--- src/hw/fws_pkg.sv ---
package fws_pkg;

    // Clock rate and flash bus timing.
    localparam int CLK_MHZ = 100;
    localparam int RD_ACCESS_NS = 70;
    localparam int WE_PULSE_NS = 35;
    localparam int BUS_GAP_NS = 20;
    localparam logic [7:0] RD_CYC = 8'((RD_ACCESS_NS * CLK_MHZ + 999) / 1000);
    localparam logic [7:0] WE_CYC = 8'((WE_PULSE_NS * CLK_MHZ + 999) / 1000);
    localparam logic [7:0] GAP_CYC = 8'((BUS_GAP_NS * CLK_MHZ + 999) / 1000);

    // Register offsets of the controller.
    localparam logic [7:0] REG_CTRL = 8'h00;
    localparam logic [7:0] REG_ADDR = 8'h04;
    localparam logic [7:0] REG_WDATA = 8'h08;
    localparam logic [7:0] REG_STATUS = 8'h0C;
    localparam logic [7:0] REG_RDATA = 8'h10;

    // Control bits (write one to start, or to abort for CTRL_ABORT).
    localparam int CTRL_POLL = 0;
    localparam int CTRL_READ = 1;
    localparam int CTRL_WRITE = 2;
    localparam int CTRL_ABORT = 3;

    // Status bits.
    localparam int ST_BUSY = 0;
    localparam int ST_DONE = 1;
    localparam int ST_FAIL = 2;
    localparam int ST_ERASE_TIMER = 3;
    localparam int ST_READY = 4;
    localparam int ST_TIMING_LIMIT = 5;
    localparam int ST_BUFFER_ABORT = 6;
    localparam int ST_DATA_POLL = 7;

    // Status bit positions on the flash data bus.
    localparam int DQ_DATA_POLL = 7;
    localparam int DQ_TOGGLE_ONE = 6;
    localparam int DQ_TIMING_LIMIT = 5;
    localparam int DQ_ERASE_TIMER = 3;
    localparam int DQ_TOGGLE_TWO = 2;
    localparam int DQ_BUFFER_ABORT = 1;

    localparam logic [15:0] CMD_RESET = 16'h00F0;
    localparam logic [1:0] RESP_OKAY = 2'h0;
    localparam logic [1:0] RESP_SLVERR = 2'h2;

    typedef enum logic [1:0] {BUS_IDLE, BUS_READ, BUS_WRITE, BUS_GAP} fws_bus_type;
    typedef enum logic [1:0] {OP_NONE, OP_READ, OP_WRITE} fws_op_type;

endpackage

--- src/hw/fws_host.sv ---
// Design decisions made here: the placing of the registers and the AXI4-Lite register port.
`timescale 1ns/1ns
// Function
// RQ1: Device pulls ready-busy low while algorithm runs.
// RQ2: Ready-busy valid from last write-enable rise.
// RQ3: Toggle bit one flips per read while busy.
// RQ4: Read delimited by output-enable or chip-enable.
// RQ5: All-protected erase toggles about 100 us.
// RQ6: Partly protected erase skips protected sectors.
// RQ7: Protected program target toggles about 1 us.
// RQ8: Erase suspend stops toggle bit one.
// RQ9: Erase-suspend-program toggles until program finishes.
// RQ10: Toggle bit one valid from command end.
// RQ11: Toggle bit two toggles in erase-selected sectors.
// RQ12: Host reads twice, equal toggle means done.
// RQ13: Toggling with timing flag: recheck, then reset.
// RQ14: Resumed polling restarts from double read.
// RQ15: Device sets timing flag past pulse limit.
// RQ16: Programming zero to one may hit limit.
// RQ17: Host writes reset after timing failure.
// RQ18: Erase timer flag low during acceptance window.
// RQ19: Fast successive erases need no timer check.
// RQ20: Timer flag high means commands ignored.
// RQ21: Host checks timer flag around extra erases.
// RQ22: Data poll bit shows complement while busy.
// RQ23: Buffer busy or abort keeps toggling.
// RQ24: Undefined status bits stay stable.
module fws_host
    import fws_pkg::*;
(
    // Clock and reset.
    input wire logic ref_clk,
    input wire logic nrst,
    // AXI4-Lite slave.
    input wire logic [7:0] s_axi_awaddr,
    input wire logic s_axi_awvalid,
    output logic s_axi_awready,
    input wire logic [31:0] s_axi_wdata,
    input wire logic [3:0] s_axi_wstrb,
    input wire logic s_axi_wvalid,
    output logic s_axi_wready,
    output logic [1:0] s_axi_bresp,
    output logic s_axi_bvalid,
    input wire logic s_axi_bready,
    input wire logic [7:0] s_axi_araddr,
    input wire logic s_axi_arvalid,
    output logic s_axi_arready,
    output logic [31:0] s_axi_rdata,
    output logic [1:0] s_axi_rresp,
    output logic s_axi_rvalid,
    input wire logic s_axi_rready,
    // Flash pins.
    output logic [21:0] flashAddr,
    output logic [15:0] flashDqOut,
    output logic flashDqOe,
    input wire logic [15:0] flashDqIn,
    output logic flashCeN,
    output logic flashOeN,
    output logic flashWeN,
    input wire logic readyBusyN
);

    ////////////////////////////////////////////////////////////////////////////////
    logic [7:0] awAddr;
    logic awHeld;
    logic [31:0] wData;
    logic [3:0] wStrb;
    logic wHeld;
    logic [21:0] addrReg;
    logic [15:0] wdataReg;
    logic [15:0] rdataReg;
    logic pollActive;
    logic abortPend;
    logic [1:0] pollStep;
    logic prevToggle;
    logic done;
    logic fail;
    logic timingSeen;
    fws_bus_type busState;
    fws_op_type nextOp;
    logic [7:0] cnt;
    logic [15:0] wrBusData;
    logic doWrite;
    logic wrCtrl;
    logic busy;
    logic [31:0] statusWord;
    logic [31:0] next_rdata;
    logic [1:0] next_rresp;

    assign busy = busState != BUS_IDLE;
    assign doWrite = awHeld && wHeld && !s_axi_bvalid;
    assign wrCtrl = doWrite && awAddr == REG_CTRL && wStrb[0];
    assign s_axi_awready = !awHeld;
    assign s_axi_wready = !wHeld;
    assign s_axi_arready = !s_axi_rvalid;

    ////////////////////////////////////////////////////////////////////////////////
    // Write channel: address and data are held separately and joined here.
    always_ff @(posedge ref_clk or negedge nrst)
    begin
        if (!nrst)
        begin
            awHeld <= 1'b0;
            wHeld <= 1'b0;
            awAddr <= 8'h00;
            wData <= 32'h0000_0000;
            wStrb <= 4'h0;
            s_axi_bvalid <= 1'b0;
            s_axi_bresp <= RESP_OKAY;
        end
        else
        begin
            if (s_axi_awvalid && !awHeld)
            begin
                awHeld <= 1'b1;
                awAddr <= s_axi_awaddr;
            end
            if (s_axi_wvalid && !wHeld)
            begin
                wHeld <= 1'b1;
                wData <= s_axi_wdata;
                wStrb <= s_axi_wstrb;
            end
            if (doWrite)
            begin
                awHeld <= 1'b0;
                wHeld <= 1'b0;
                s_axi_bvalid <= 1'b1;
                if (awAddr == REG_CTRL || awAddr == REG_ADDR || awAddr == REG_WDATA)
                begin
                    s_axi_bresp <= RESP_OKAY;
                end
                else
                begin
                    s_axi_bresp <= RESP_SLVERR;
                end
            end
            else if (s_axi_bvalid && s_axi_bready)
            begin
                s_axi_bvalid <= 1'b0;
            end
        end
    end

    // Address and data only change while the flash bus is idle, so a cycle in flight is safe.
    always_ff @(posedge ref_clk or negedge nrst)
    begin
        if (!nrst)
        begin
            addrReg <= 22'h00_0000;
            wdataReg <= 16'h0000;
        end
        else if (doWrite && !busy)
        begin
            if (awAddr == REG_ADDR)
            begin
                addrReg <= wData[21:0];
            end
            else if (awAddr == REG_WDATA)
            begin
                wdataReg <= wData[15:0];
            end
        end
    end

    ////////////////////////////////////////////////////////////////////////////////
    // Read channel.
    assign statusWord = {24'h00_0000,
        rdataReg[DQ_DATA_POLL], rdataReg[DQ_BUFFER_ABORT], timingSeen, readyBusyN,
        rdataReg[DQ_ERASE_TIMER], fail, done, busy}; // [RQ19] [RQ21]

    always_comb
    begin
        next_rdata = 32'h0000_0000;
        next_rresp = RESP_OKAY;
        if (s_axi_araddr == REG_CTRL)
        begin
            next_rdata = 32'h0000_0000;
        end
        else if (s_axi_araddr == REG_ADDR)
        begin
            next_rdata = {10'h000, addrReg};
        end
        else if (s_axi_araddr == REG_WDATA)
        begin
            next_rdata = {16'h0000, wdataReg};
        end
        else if (s_axi_araddr == REG_STATUS)
        begin
            next_rdata = statusWord;
        end
        else if (s_axi_araddr == REG_RDATA)
        begin
            next_rdata = {16'h0000, rdataReg};
        end
        else
        begin
            next_rresp = RESP_SLVERR;
        end
    end

    always_ff @(posedge ref_clk or negedge nrst)
    begin
        if (!nrst)
        begin
            s_axi_rvalid <= 1'b0;
            s_axi_rdata <= 32'h0000_0000;
            s_axi_rresp <= RESP_OKAY;
        end
        else if (s_axi_arvalid && !s_axi_rvalid)
        begin
            s_axi_rvalid <= 1'b1;
            s_axi_rdata <= next_rdata;
            s_axi_rresp <= next_rresp;
        end
        else if (s_axi_rvalid && s_axi_rready)
        begin
            s_axi_rvalid <= 1'b0;
        end
    end

    ////////////////////////////////////////////////////////////////////////////////
    // An abort may come at any point of a read, so it is held until that read ends.
    always_ff @(posedge ref_clk or negedge nrst)
    begin
        if (!nrst)
        begin
            abortPend <= 1'b0;
        end
        else if (wrCtrl && wData[CTRL_ABORT] && pollActive)
        begin
            abortPend <= 1'b1;
        end
        else if (!pollActive)
        begin
            abortPend <= 1'b0;
        end
    end

    ////////////////////////////////////////////////////////////////////////////////
    // Flash bus sequencer and toggle polling.
    // Every read drops both strobes and raises both again, so it counts whichever strobe
    // the device watches. [RQ4]
    always_ff @(posedge ref_clk or negedge nrst)
    begin
        if (!nrst)
        begin
            busState <= BUS_IDLE;
            nextOp <= OP_NONE;
            cnt <= 8'h00;
            pollActive <= 1'b0;
            pollStep <= 2'h0;
            prevToggle <= 1'b0;
            done <= 1'b0;
            fail <= 1'b0;
            timingSeen <= 1'b0;
            rdataReg <= 16'h0000;
            wrBusData <= 16'h0000;
            flashCeN <= 1'b1;
            flashOeN <= 1'b1;
            flashWeN <= 1'b1;
            flashDqOe <= 1'b0;
        end
        else
        begin
            case (busState)
                BUS_IDLE:
                begin
                    cnt <= 8'h00;
                    if (wrCtrl && wData[CTRL_POLL])
                    begin
                        // A fresh start always begins with the double read. [RQ14]
                        pollActive <= 1'b1;
                        pollStep <= 2'h0;
                        done <= 1'b0;
                        fail <= 1'b0;
                        timingSeen <= 1'b0;
                        busState <= BUS_READ;
                        flashCeN <= 1'b0;
                        flashOeN <= 1'b0;
                    end
                    else if (wrCtrl && wData[CTRL_READ])
                    begin
                        done <= 1'b0;
                        busState <= BUS_READ;
                        flashCeN <= 1'b0;
                        flashOeN <= 1'b0;
                    end
                    else if (wrCtrl && wData[CTRL_WRITE])
                    begin
                        done <= 1'b0;
                        wrBusData <= wdataReg;
                        busState <= BUS_WRITE;
                        flashCeN <= 1'b0;
                        flashWeN <= 1'b0;
                        flashDqOe <= 1'b1;
                    end
                end
                BUS_READ:
                begin
                    cnt <= cnt + 8'h01;
                    if (cnt == RD_CYC - 8'h01)
                    begin
                        cnt <= 8'h00;
                        flashCeN <= 1'b1;
                        flashOeN <= 1'b1;
                        rdataReg <= flashDqIn;
                        busState <= BUS_GAP;
                        nextOp <= OP_NONE;
                        if (!pollActive)
                        begin
                            done <= 1'b1;
                        end
                        else if (abortPend || (wrCtrl && wData[CTRL_ABORT]))
                        begin
                            pollActive <= 1'b0; // [RQ14]
                        end
                        else if (pollStep == 2'h0)
                        begin
                            // First of the two back-to-back reads. [RQ12]
                            prevToggle <= flashDqIn[DQ_TOGGLE_ONE];
                            pollStep <= 2'h1;
                            nextOp <= OP_READ;
                        end
                        else if (flashDqIn[DQ_TOGGLE_ONE] == prevToggle)
                        begin
                            // No toggle: finished; the next read gives array data. [RQ12]
                            pollActive <= 1'b0;
                            done <= 1'b1;
                        end
                        else if (pollStep == 2'h2)
                        begin
                            // Still toggling after the timing flag: failed, so reset. [RQ13] [RQ17]
                            pollActive <= 1'b0;
                            fail <= 1'b1;
                            wrBusData <= CMD_RESET;
                            nextOp <= OP_WRITE;
                        end
                        else
                        begin
                            // Timing flag high calls for one more comparison. [RQ13]
                            prevToggle <= flashDqIn[DQ_TOGGLE_ONE];
                            if (flashDqIn[DQ_TIMING_LIMIT])
                            begin
                                pollStep <= 2'h2;
                                timingSeen <= 1'b1;
                            end
                            nextOp <= OP_READ;
                        end
                    end
                end
                BUS_WRITE:
                begin
                    cnt <= cnt + 8'h01;
                    if (cnt == WE_CYC - 8'h01)
                    begin
                        cnt <= 8'h00;
                        flashWeN <= 1'b1;
                        flashCeN <= 1'b1;
                        done <= !fail;
                        nextOp <= OP_NONE;
                        busState <= BUS_GAP;
                    end
                end
                default:
                begin
                    // Data stays driven through the gap to give hold time after WE rises.
                    cnt <= cnt + 8'h01;
                    if (cnt == GAP_CYC - 8'h01)
                    begin
                        cnt <= 8'h00;
                        flashDqOe <= 1'b0;
                        if (nextOp == OP_READ)
                        begin
                            busState <= BUS_READ;
                            flashCeN <= 1'b0;
                            flashOeN <= 1'b0;
                        end
                        else if (nextOp == OP_WRITE)
                        begin
                            busState <= BUS_WRITE;
                            flashCeN <= 1'b0;
                            flashWeN <= 1'b0;
                            flashDqOe <= 1'b1;
                        end
                        else
                        begin
                            busState <= BUS_IDLE;
                        end
                    end
                end
            endcase
        end
    end

    assign flashAddr = addrReg;
    assign flashDqOut = wrBusData;

endmodule // fws_host

--- config.mk ---
export PLATFORM = sky130hd
export DESIGN_NAME = fws_host
export DESIGN_NICKNAME = d
export VERILOG_FILES = /design/src/hw/fws_pkg.sv /design/src/hw/fws_host.sv
export SDC_FILE = /design/constraint.sdc
export NUM_CORES = 1
export LEC_CHECK = 0
export BUFFER_PORTS_ARGS = -buffer_cell sky130_fd_sc_hd__buf_2
export CAP_MARGIN = 15
export CORE_ASPECT_RATIO = 0.8
export CORE_MARGIN = 4
export CORE_UTILIZATION = 54
export DETAILED_ROUTE_END_ITERATION = 12
export PLACE_DENSITY_LB_ADDON = 0.2
export SETUP_SLACK_MARGIN = 0.15
export SLEW_MARGIN = 20
export SYNTH_ARGS = -nofsm -noshare
export SYNTH_HDL_FRONTEND = slang
export SYNTH_SLANG_ARGS = --single-unit
--- constraint.sdc ---
create_clock -name ref_clk -period 2.7 [get_ports ref_clk]
set_clock_uncertainty 0.05 [all_clocks]
set_input_delay 0.135 -clock ref_clk [delete_from_list [all_inputs] [get_ports ref_clk]]
set_output_delay 0.135 -clock ref_clk [all_outputs]
set_load 0.02 [all_outputs]
Word-level counts from Yosys, hierarchy flattened --
Cells that the tools add are included.
Storage, ports and cells: RAM bits 0, register bits after elaboration 165, memories kept 0, bits in read-only memories 0, bits in latches 0, output and inout port bits 83, input port bits 76
Cells by class: $lt $le $gt $ge 0, reduce and logical (&&, ||, !) cells 60, $mul 0, bitwise gates (word level) 5, shift-type cells 0, eq/ne operators 40, mux-type cells 121, divide/modulo/power cells 0, $add $sub $neg 1
Operators by type and width (number):
- 16-bit 2-to-1 mux | 12
- 1-bit 2-to-1 mux | 62
- 2-bit 2-to-1 mux | 29
- 22-bit 2-to-1 mux | 2
- 16-bit case mux with 2 select lines | 1
- 2-bit != test (second input constant) | 15
- 8-bit by 3-bit equality test with 1-bit output (second input constant) | 3
- 8-bit by 4-bit equality test with 1-bit output (second input constant) | 3
- 8-bit 2-to-1 mux | 3
- 8-bit case mux with 3 select lines | 1
- 8-bit AND reduction | 3
- 3-bit != test (second input constant) | 7
- 8-bit zero test | 2
- 2-bit nonzero test | 8
- 1-bit logical AND | 15
- 5-bit AND reduction | 3
- 3-bit nonzero test | 5
- 1-bit case mux with 3 select lines | 4
- 10-bit AND reduction | 1
- 3-bit AND reduction | 3
- 9-bit AND reduction | 1
- 8-bit by 1-bit adder with 8-bit output (second input constant) | 1
- 8-bit by 1-bit equality test with 1-bit output (second input constant) | 1
- 8-bit by 2-bit equality test with 1-bit output (second input constant) | 1
- 21 further kinds | 41

Longest topological paths before layout --
Gate-level depths: netlist of the first run.
depth in word-level cells 10, mapped depth 8, mapped depth without buffers 7

Worst setup path before layout of the first run --
Ideal clock, no wire load.
kind register to register, from reg s_axi_bvalid, to reg wdataReg[10], clock period less this slack 2099 ps, slack 601 ps, data required time 2525 ps, library setup time 125 ps, arrival time 1924 ps, stages on the path, launching flop included 7, path through dfrtp_1 and3b_1 buf_6 nand4_1 nor3b_2 buf_6 mux2_2
On the way: longest elaborated chain between the ends 4
Ends and longest elaborated chain:
- start: declaration | RTL line fws_host.sv:43 | output logic s_axi_bvalid,
- start signal: assignment | RTL line fws_host.sv:108 | s_axi_bvalid <= 1'b0;
- start signal: assignment | RTL line fws_host.sv:128 | s_axi_bvalid <= 1'b1;
- start signal: assignment | RTL line fws_host.sv:140 | s_axi_bvalid <= 1'b0;
- 1-bit zero test | RTL line fws_host.sv:91 | assign doWrite = awHeld && wHeld && !s_axi_bvalid;
- 1-bit logical AND | RTL line fws_host.sv:91
- 1-bit logical AND | RTL line fws_host.sv:153 | else if (doWrite && !busy)
- 3-bit AND reduction (no line)
- end signal: assignment | RTL line fws_host.sv:161 | wdataReg <= wData[15:0];
- end: declaration | RTL line fws_host.sv:70 | logic [15:0] wdataReg;
Every way passes these cells. A chain may end at the register's enable or synchronous reset.

Final worst setup path of the first run --
from reg awAddr[1], to reg busState[0]
On the way: longest elaborated chain between the ends 7, elaborated cells between the ends (all ways) 11
Ends and longest elaborated chain:
- start: declaration | RTL line fws_host.sv:64 | logic [7:0] awAddr;
- start signal: assignment | RTL line fws_host.sv:116 | awAddr <= s_axi_awaddr;
- 8-bit zero test (*) | RTL line fws_host.sv:92 | assign wrCtrl = doWrite && awAddr == REG_CTRL && wStrb[0];
- 1-bit logical AND (*) (2 in a row) | RTL line fws_host.sv:92
- 1-bit logical AND | RTL line fws_host.sv:282 | else if (wrCtrl && wData[CTRL_READ])
- 2-bit 2-to-1 mux | RTL line fws_host.sv:282
- 2-bit 2-to-1 mux | RTL line fws_host.sv:270 | if (wrCtrl && wData[CTRL_POLL])
- 2-bit case mux with 3 select lines | RTL line fws_host.sv:266 | case (busState)
- end signal: assignment | RTL line fws_host.sv:278 | busState <= BUS_READ;
- end signal: assignment | RTL line fws_host.sv:285 | busState <= BUS_READ;
- end signal: assignment | RTL line fws_host.sv:293 | busState <= BUS_WRITE;
- end: declaration | RTL line fws_host.sv:79 | fws_bus_type busState;
Mark *: on every way between the ends. The rest lies on a longest branch, timed or not.

==> impl_metrics.csv, run 1 <==
group,metric,value,unit
status,outcome,"finished clean",
clocking,clk_pin_slew,0.06,ns
synthesis,ys_seq_elements,153,
synthesis,syn_area,0.00708,mm2
synthesis,synth-main-ff-cell,"dfrtp_1",
critical_path,endpoint_kind,"flip-flop",
timing,maxSlewHeadroom,22.3,%
timing,tns,0,ns
cells_and_area,antenna_cells,0,
global_routing,grt_pass1_vias,5635,
global_routing,grt_use_total,24.2,%
route,wire_per_inst,17.9,um
synthesis,yosysSeqAreaShare,54.1,%
die,core,0.0128,mm2
route,vias,5477,
die,die_y,110,um
synthesis,netlist_instances,616,
critical_path,cp-endpoint,"busState[0]",
place,dp_hpwl,12400,um
die,die_w,136,um
global_routing,grt_pass1_wl,28500,um
timing,hold-worst-slack,0.0676,ns
critical_path,r2r-start,"awAddr[1]",
synthesis,syn_area_per_cell,11.5,um2
worst_hold_path,hold_class,"input port to flip-flop",
power_and_ir_drop,ir_worst_vdd,0.000541,V
critical_path,crit_chain,"nor4_4, nand4_1, o21ai_0, nand3_1, mux2_2",
synthesis,synth_top_area_share,53.0,%
route,drt-vias-per-instance,5.55,
synthesis,synth_warnings,0,
global_routing,grt_overflow_total,0,
critical_path,path_max_fanout,5,
global_routing,grt_max_degree,69,
route,dr.pass1.iters,5,
global_routing,grt_antenna_before_repair,0,
critical_path,arrival,2.61,ns
clocking,cts_root_buf,"clkbuf_16",
power_and_ir_drop,powerDensity,876,mW/mm2
synthesis,netlist.top_cell.by_area,"dfrtp_1",
cells_and_area,syn2layout_area_growth,26.1,%
critical_path,worst_path_largest_cell_delay,0.48,ns
critical_path,reg2regPathDepth,5,
critical_path,slowest_stage,"o21ai_0",
timing,maxSlewViolCount,0,
timing,period_share,87.3,%
clocking,cts_buffers,17,
synthesis,synth.distinct_cells,62,
critical_path,cp_top_family,"simple AND/OR/NAND/NOR gates",
place,globalplace.congestion,0.836,
die,die_area,0.0150,mm2
synthesis,yosys-top-cells-area,"dfrtp_1 53%, mux2_2 13%, o21ai_0 3.0%",
power_and_ir_drop,p_leak,0.00426,uW
timing,period_needed,2.36,ns
critical_path,cp-startpoint,"awAddr[1]",
cells_and_area,final_cell_area,0.00892,mm2
die,ios,159,
timing,clock.fmax,424,MHz
timing,finalHoldViolations,0,
critical_path,r2r_slack,0.34,ns
clocking,cts_tree,"built",
die,initial_utilization,55.2,%
power_and_ir_drop,total_power,7820,uW
cells_and_area,fin_nets,884,
timing,setup_violations,0,
synthesis,synthArstFlopShare,100,%
flow_run,maxCapViolations,0,
route,wl,17700,um
cells_and_area,drive_gt1_share,35.5,%
critical_path,start_kind,"flip-flop",
route,ant_nets,0,
clocking,cts_buffer_depth,2,
clocking,h-tree-depth,4,
clocking,clkSinkCount,153,
critical_path,crit_required,2.96,ns
critical_path,path_depth,5,
route,drc,0,
timing,worst_pin_slew,1.16,ns
place,port_buffers,133,
clocking,clk_latency,0.42,ns
critical_path,path_class,"flip-flop to flip-flop",
die,rows,37,
critical_path,path_buf_inv,0,
place,place_area,0.00787,mm2
route,dr.first_iter.drc_count,362,
timing,rsz0062_at_grt,"no",
synthesis,synth_enable_flop_cells,0,
critical_path,r2r_end,"busState[0]",
cells_and_area,final_util,69.6,%
## flip-flops by register name, indices dropped and copies added, names as in the netlist, 2 cells and up
signal and flops:
nextOp 2, pollStep 2, flashDqOut 16, busState 2, flashAddr 22, wData 22, s_axi_rdata 22, wdataReg 16
cnt 8, rdataReg 16, awAddr 8
## routing by layer
metal | track usage, % | part of all wire, % | vias to the layer above
li1 | - | - | 2540
met1 | 32.6 | 44 | 2713
met2 | 38.5 | 48 | 192
met3 | 5.28 | 6.2 | 32
met4 | 9.07 | 2.4 | 0
met5 | 0 | 0 | -
## report_power, final
group | leakage (uW) | total (uW) | switching, uW | internal (uW)
Sequential | 0.00196 | 3350 | 498 | 2850
Clock | 0.000265 | 2190 | 889 | 1300
Combinational | 0.00203 | 2290 | 1290 | 995
## layout by cell type, fill, tap and decap left out, types with 3 or more instances in the layout
cell / netlist / layout
xor2_1: 6 / 6
a31oi_1: 3 / 3
o21ai_2: 11 / 11
o21ai_0: 43 / 43
o22ai_1: 3 / 3
ha_1: 9 / 9
clkbuf_1: 21 / 3
o22a_2: 4 / 4
mux2_1: 4 / 4
nand3_1: 13 / 13
dfstp_2: 3 / 3
nor3_1: 8 / 8
mux2_2: 82 / 82
o31ai_1: 9 / 9
dfrtp_1: 150 / 150
o21a_1: 4 / 4
o2111ai_1: 13 / 13
nand2_1: 39 / 39
conb_1: 1 / 12
buf_2: 4 / 132
clkinv_2: 0 / 6
nor2b_1: 6 / 6
dlygate4sd3_1: 0 / 52
nand4_1: 6 / 6
a21oi_1: 28 / 28
clkbuf_16: 0 / 17
and3_1: 3 / 3
buf_4: 12 / 11
inv_1: 32 / 32
nor2_1: 43 / 43
o2bb2ai_1: 3 / 3
a22oi_1: 9 / 9
## synthesized netlist by cell type, types with 9 or more instances
library cell and number:
dfrtp_1 150, mux2_2 82, nor2_1 43, o21ai_0 43
nand2_1 39, inv_1 32, a21oi_1 28, clkbuf_1 21
nand3_1 13, o2111ai_1 13, buf_4 12, o21ai_2 11
a22oi_1 9, ha_1 9, o31ai_1 9
## worst min-delay path by stage
stage                    start              to  slack (ns)  cells after the start
3_5_place_dp              nrst  flashDqOut[11]        0.12                      1
6_report       s_axi_araddr[5]  s_axi_rresp[1]        0.07                      3
4_1_cts        s_axi_araddr[5]  s_axi_rresp[1]        0.05                      3
3_3_place_gp              nrst  flashDqOut[11]        0.12                      1
2_1_floorplan             nrst       abortPend       -0.21                      0
5_1_grt        s_axi_araddr[5]  s_axi_rresp[1]        0.06                      3
## area by class of cell
class / instances / area, um2
fill: 970 / 3900
clock inverter: 9 / 75.1
clock buffer: 22 / 464
multi-input combinational: 397 / 2920
inverter: 33 / 124
sequential: 153 / 3830
tap: 175 / 219
timing repair buffer: 197 / 1290
## worst reg2reg max path, stage by stage (launching register included)
cell and delay [ns]:
dfrtp_1 0.40, nor4_4 0.38, nand4_1 0.35, o21ai_0 0.48
nand3_1 0.25, mux2_2 0.34
## kinds of logic after synthesis
group / share of synthesized area, %
simple gates: 9.95
buf+inv: 5.44
mux: 13.8
fa+ha+maj: 1.59
other cells: 0.0530
xor+xnor: 0.866
flops: 54.1
compound gates: 14.1
## repair_timing
item	in CTS	in global routing
hold buffers	52	0
gates resized for setup	0	0
hold endpoints to repair	115	0
buffers inserted	0	0
## through the flow
stage / setup WS [ns] / std cells
after global routing: 0.244 / 986
after CTS: 0.399 / 986
after floorplan: 0.601 / 627
after detailed placement: 0.436 / 903
after global placement: 0.508 / 903
final: 0.343 / 986
No activity file was read; power rests on OpenSTA's default activity.
==> run 2: changes to the inputs <==
CORE_UTILIZATION = 58   (was 54)
SLEW_MARGIN = not set   (was 20)
clock period = 2.9 ns   (was 2.7 ns; I/O delays follow)
==> run 2 against run 1 <==
  * Non-clock buffer count is 2 higher
  * First-iteration DRC count rose by 28%
  * Sequential share of layout area decreased by 0.26 points
  * Power fell by 2.8%
  * Clock-buffer cell count shrank 5
  * Largest cell class unchanged
==> impl_metrics.csv, run 2 (same netlist as run 1, synthesis figures left out) <==
group,metric,value,unit
timing,rsz0062_at_grt,"no",
status,outcome,"finished clean",
cells_and_area,final_cell_mix,"150 x dfrtp_1, 132 x buf_2, 82 x mux2_2",
place,dp_hpwl,12300,um
place,port_buffers,133,
power_and_ir_drop,switching_share,34.1,%
die,core,0.0117,mm2
critical_path,crit_chain,"inv_1, ha_1, and3_2, nand3_1, a2111oi_4, buf_4, o2111ai_1, o21ai_2",
critical_path,path_class,"flip-flop to flip-flop",
place,globalplace.congestion,0.846,
global_routing,grt_max_degree,75,
clocking,h-tree-depth,4,
clocking,clkSinkCount,153,
cells_and_area,fillers,750,
timing,worst_pin_slew,1.18,ns
power_and_ir_drop,p_seq_share,41.1,%
die,rows,35,
global_routing,grt_pass1_wl,30000,um
clocking,clk_pin_slew,0.06,ns
timing,period_needed,2.42,ns
global_routing,grt_pass1_vias,5582,
power_and_ir_drop,comb_power_share,28.3,%
cells_and_area,fin_nets,886,
power_and_ir_drop,p_switching,2600,uW
route,wl,18600,um
timing,hold-worst-slack,0.0388,ns
critical_path,crit_required,3.20,ns
clocking,cts_buffer_depth,2,
cells_and_area,syn2layout_area_growth,26.9,%
die,ios,159,
cells_and_area,drive_gt1_share,36.1,%
critical_path,start_kind,"flip-flop",
die,die_area,0.0140,mm2
route,ant_nets,0,
route,dr.first_iter.drc_count,462,
critical_path,reg2regPathDepth,8,
timing,tns,0,ns
critical_path,endpoint_kind,"flip-flop",
timing,setup_violations,0,
cells_and_area,finalNonFillerCells,962,
timing,maxSlewHeadroom,20.9,%
global_routing,grt_overflow_total,0,
cells_and_area,antenna_cells,0,
critical_path,slowest_stage,"ha_1",
clocking,cts.repair.resized,0,
power_and_ir_drop,internal_power,5010,uW
critical_path,arrival,2.71,ns
critical_path,r2r_slack,0.48,ns
power_and_ir_drop,ir_worst_vdd,0.000517,V
die,initial_utilization,60.3,%
critical_path,cp-startpoint,"busState[1]",
timing,finalHoldViolations,0,
power_and_ir_drop,powerDensity,847,mW/mm2
clocking,cts_root_buf,"clkbuf_16",
timing,period_share,83.3,%
critical_path,r2r-start,"busState[1]",
cells_and_area,layout_commonest_cell,"dfrtp_1",
route,drt-vias-per-instance,5.84,
route,dr.pass1.iters,6,
flow_run,maxCapViolations,0,
critical_path,path_max_fanout,13,
power_and_ir_drop,p_leak,0.00429,uW
critical_path,cp-endpoint,"flashDqOut[2]",
critical_path,r2r_end,"flashDqOut[2]",
global_routing,grt_antenna_before_repair,0,
power_and_ir_drop,p_clk_share,30.5,%
timing,maxSlewViolCount,0,
place,dp_cells,878,
route,vias,5620,
critical_path,worst_path_largest_cell_delay,0.44,ns
die,die_y,107,um
power_and_ir_drop,total_power,7610,uW
route,wire_per_inst,19.3,um
timing,timing.final.ws_setup,0.484,ns
clocking,cts_buffers,17,
global_routing,grt_use_total,27.1,%
clocking,clk_latency,0.42,ns
die,die_w,132,um
worst_hold_path,hold_class,"input port to flip-flop",
timing,clock.fmax,414,MHz
clocking,cts_tree,"built",
route,drc,0,
clocking,post_cts_buffers,0,
place,dpl_worst_slack,0.572,ns
==> run 2: stage by stage <==
step | utilization, % | instance area [um2]
after floorplan | - | 7120
after global placement | 66.7 | 7830
after detailed placement | 66.7 | 7830
after CTS | 76.5 | 8980
after global routing | 76.5 | 8980
final | 76.5 | 8980
==> run 2: worst min path at each step <==
stage | endpoint | startpoint | slack [ns] | cells past startpoint
final | s_axi_rresp[1] | s_axi_araddr[5] | 0.04 | 3
after global routing | s_axi_rresp[1] | s_axi_araddr[5] | 0.06 | 3
after CTS | s_axi_rresp[1] | s_axi_araddr[5] | 0.03 | 3
after detailed placement | rdataReg[5] | nrst | 0.15 | 1
after global placement | rdataReg[5] | nrst | 0.14 | 1
after floorplan | abortPend | nrst | -0.20 | 0
==> run 2: worst max-delay path, delay by kind of cell, from the launching register on <==
kind,cells,cell delay (ns)
flip-flops,1,0.42
AND/OR/NAND/NOR,2,0.37
AO/OA/AOI/OAI,3,0.63
buffers and inverters,2,0.43
adder cells (fa/ha/maj),1,0.44
==> run 2: area by class of cell <==
| cell class | count | area, um2 | share of cell area (%) |
|---|---|---|---|
| multi-input combinational | 397 | 2920 | 32.5 |
| clock inverter | 15 | 200 | 2.23 |
| tap | 148 | 185 | 2.06 |
| clock buffer | 17 | 425 | 4.74 |
| inverter | 33 | 124 | 1.38 |
| timing repair buffer | 199 | 1300 | 14.4 |
| sequential | 153 | 3830 | 42.7 |
==> run 2: power groups by stage <==
stage / Clock [uW] / Sequential, uW / Combinational, uW
detailed placement: 0 / 3130 / 2050
global placement: 0 / 3100 / 1980
floorplan: 0 / 3150 / 1370
finish: 2320 / 3130 / 2150
global route: 2450 / 3190 / 2330
CTS: 2340 / 3110 / 2140
==> run 2: timing repair <==
item                                    CTS  global route
endpoints found under the hold margin   122             0
endpoints found under the setup margin    0             0
hold buffers                             52             0
==> run 2: per-layer routing <==
metal	vias to the layer above	share of wire, %	routed length [um]	GRT usage, %
met3	24	7.6	1420	6.47
li1	2546	-	-	-
met1	2792	44	8110	37.8
met5	-	0	0	0
met4	0	1.1	199	8.40
met2	258	48	8830	42.7
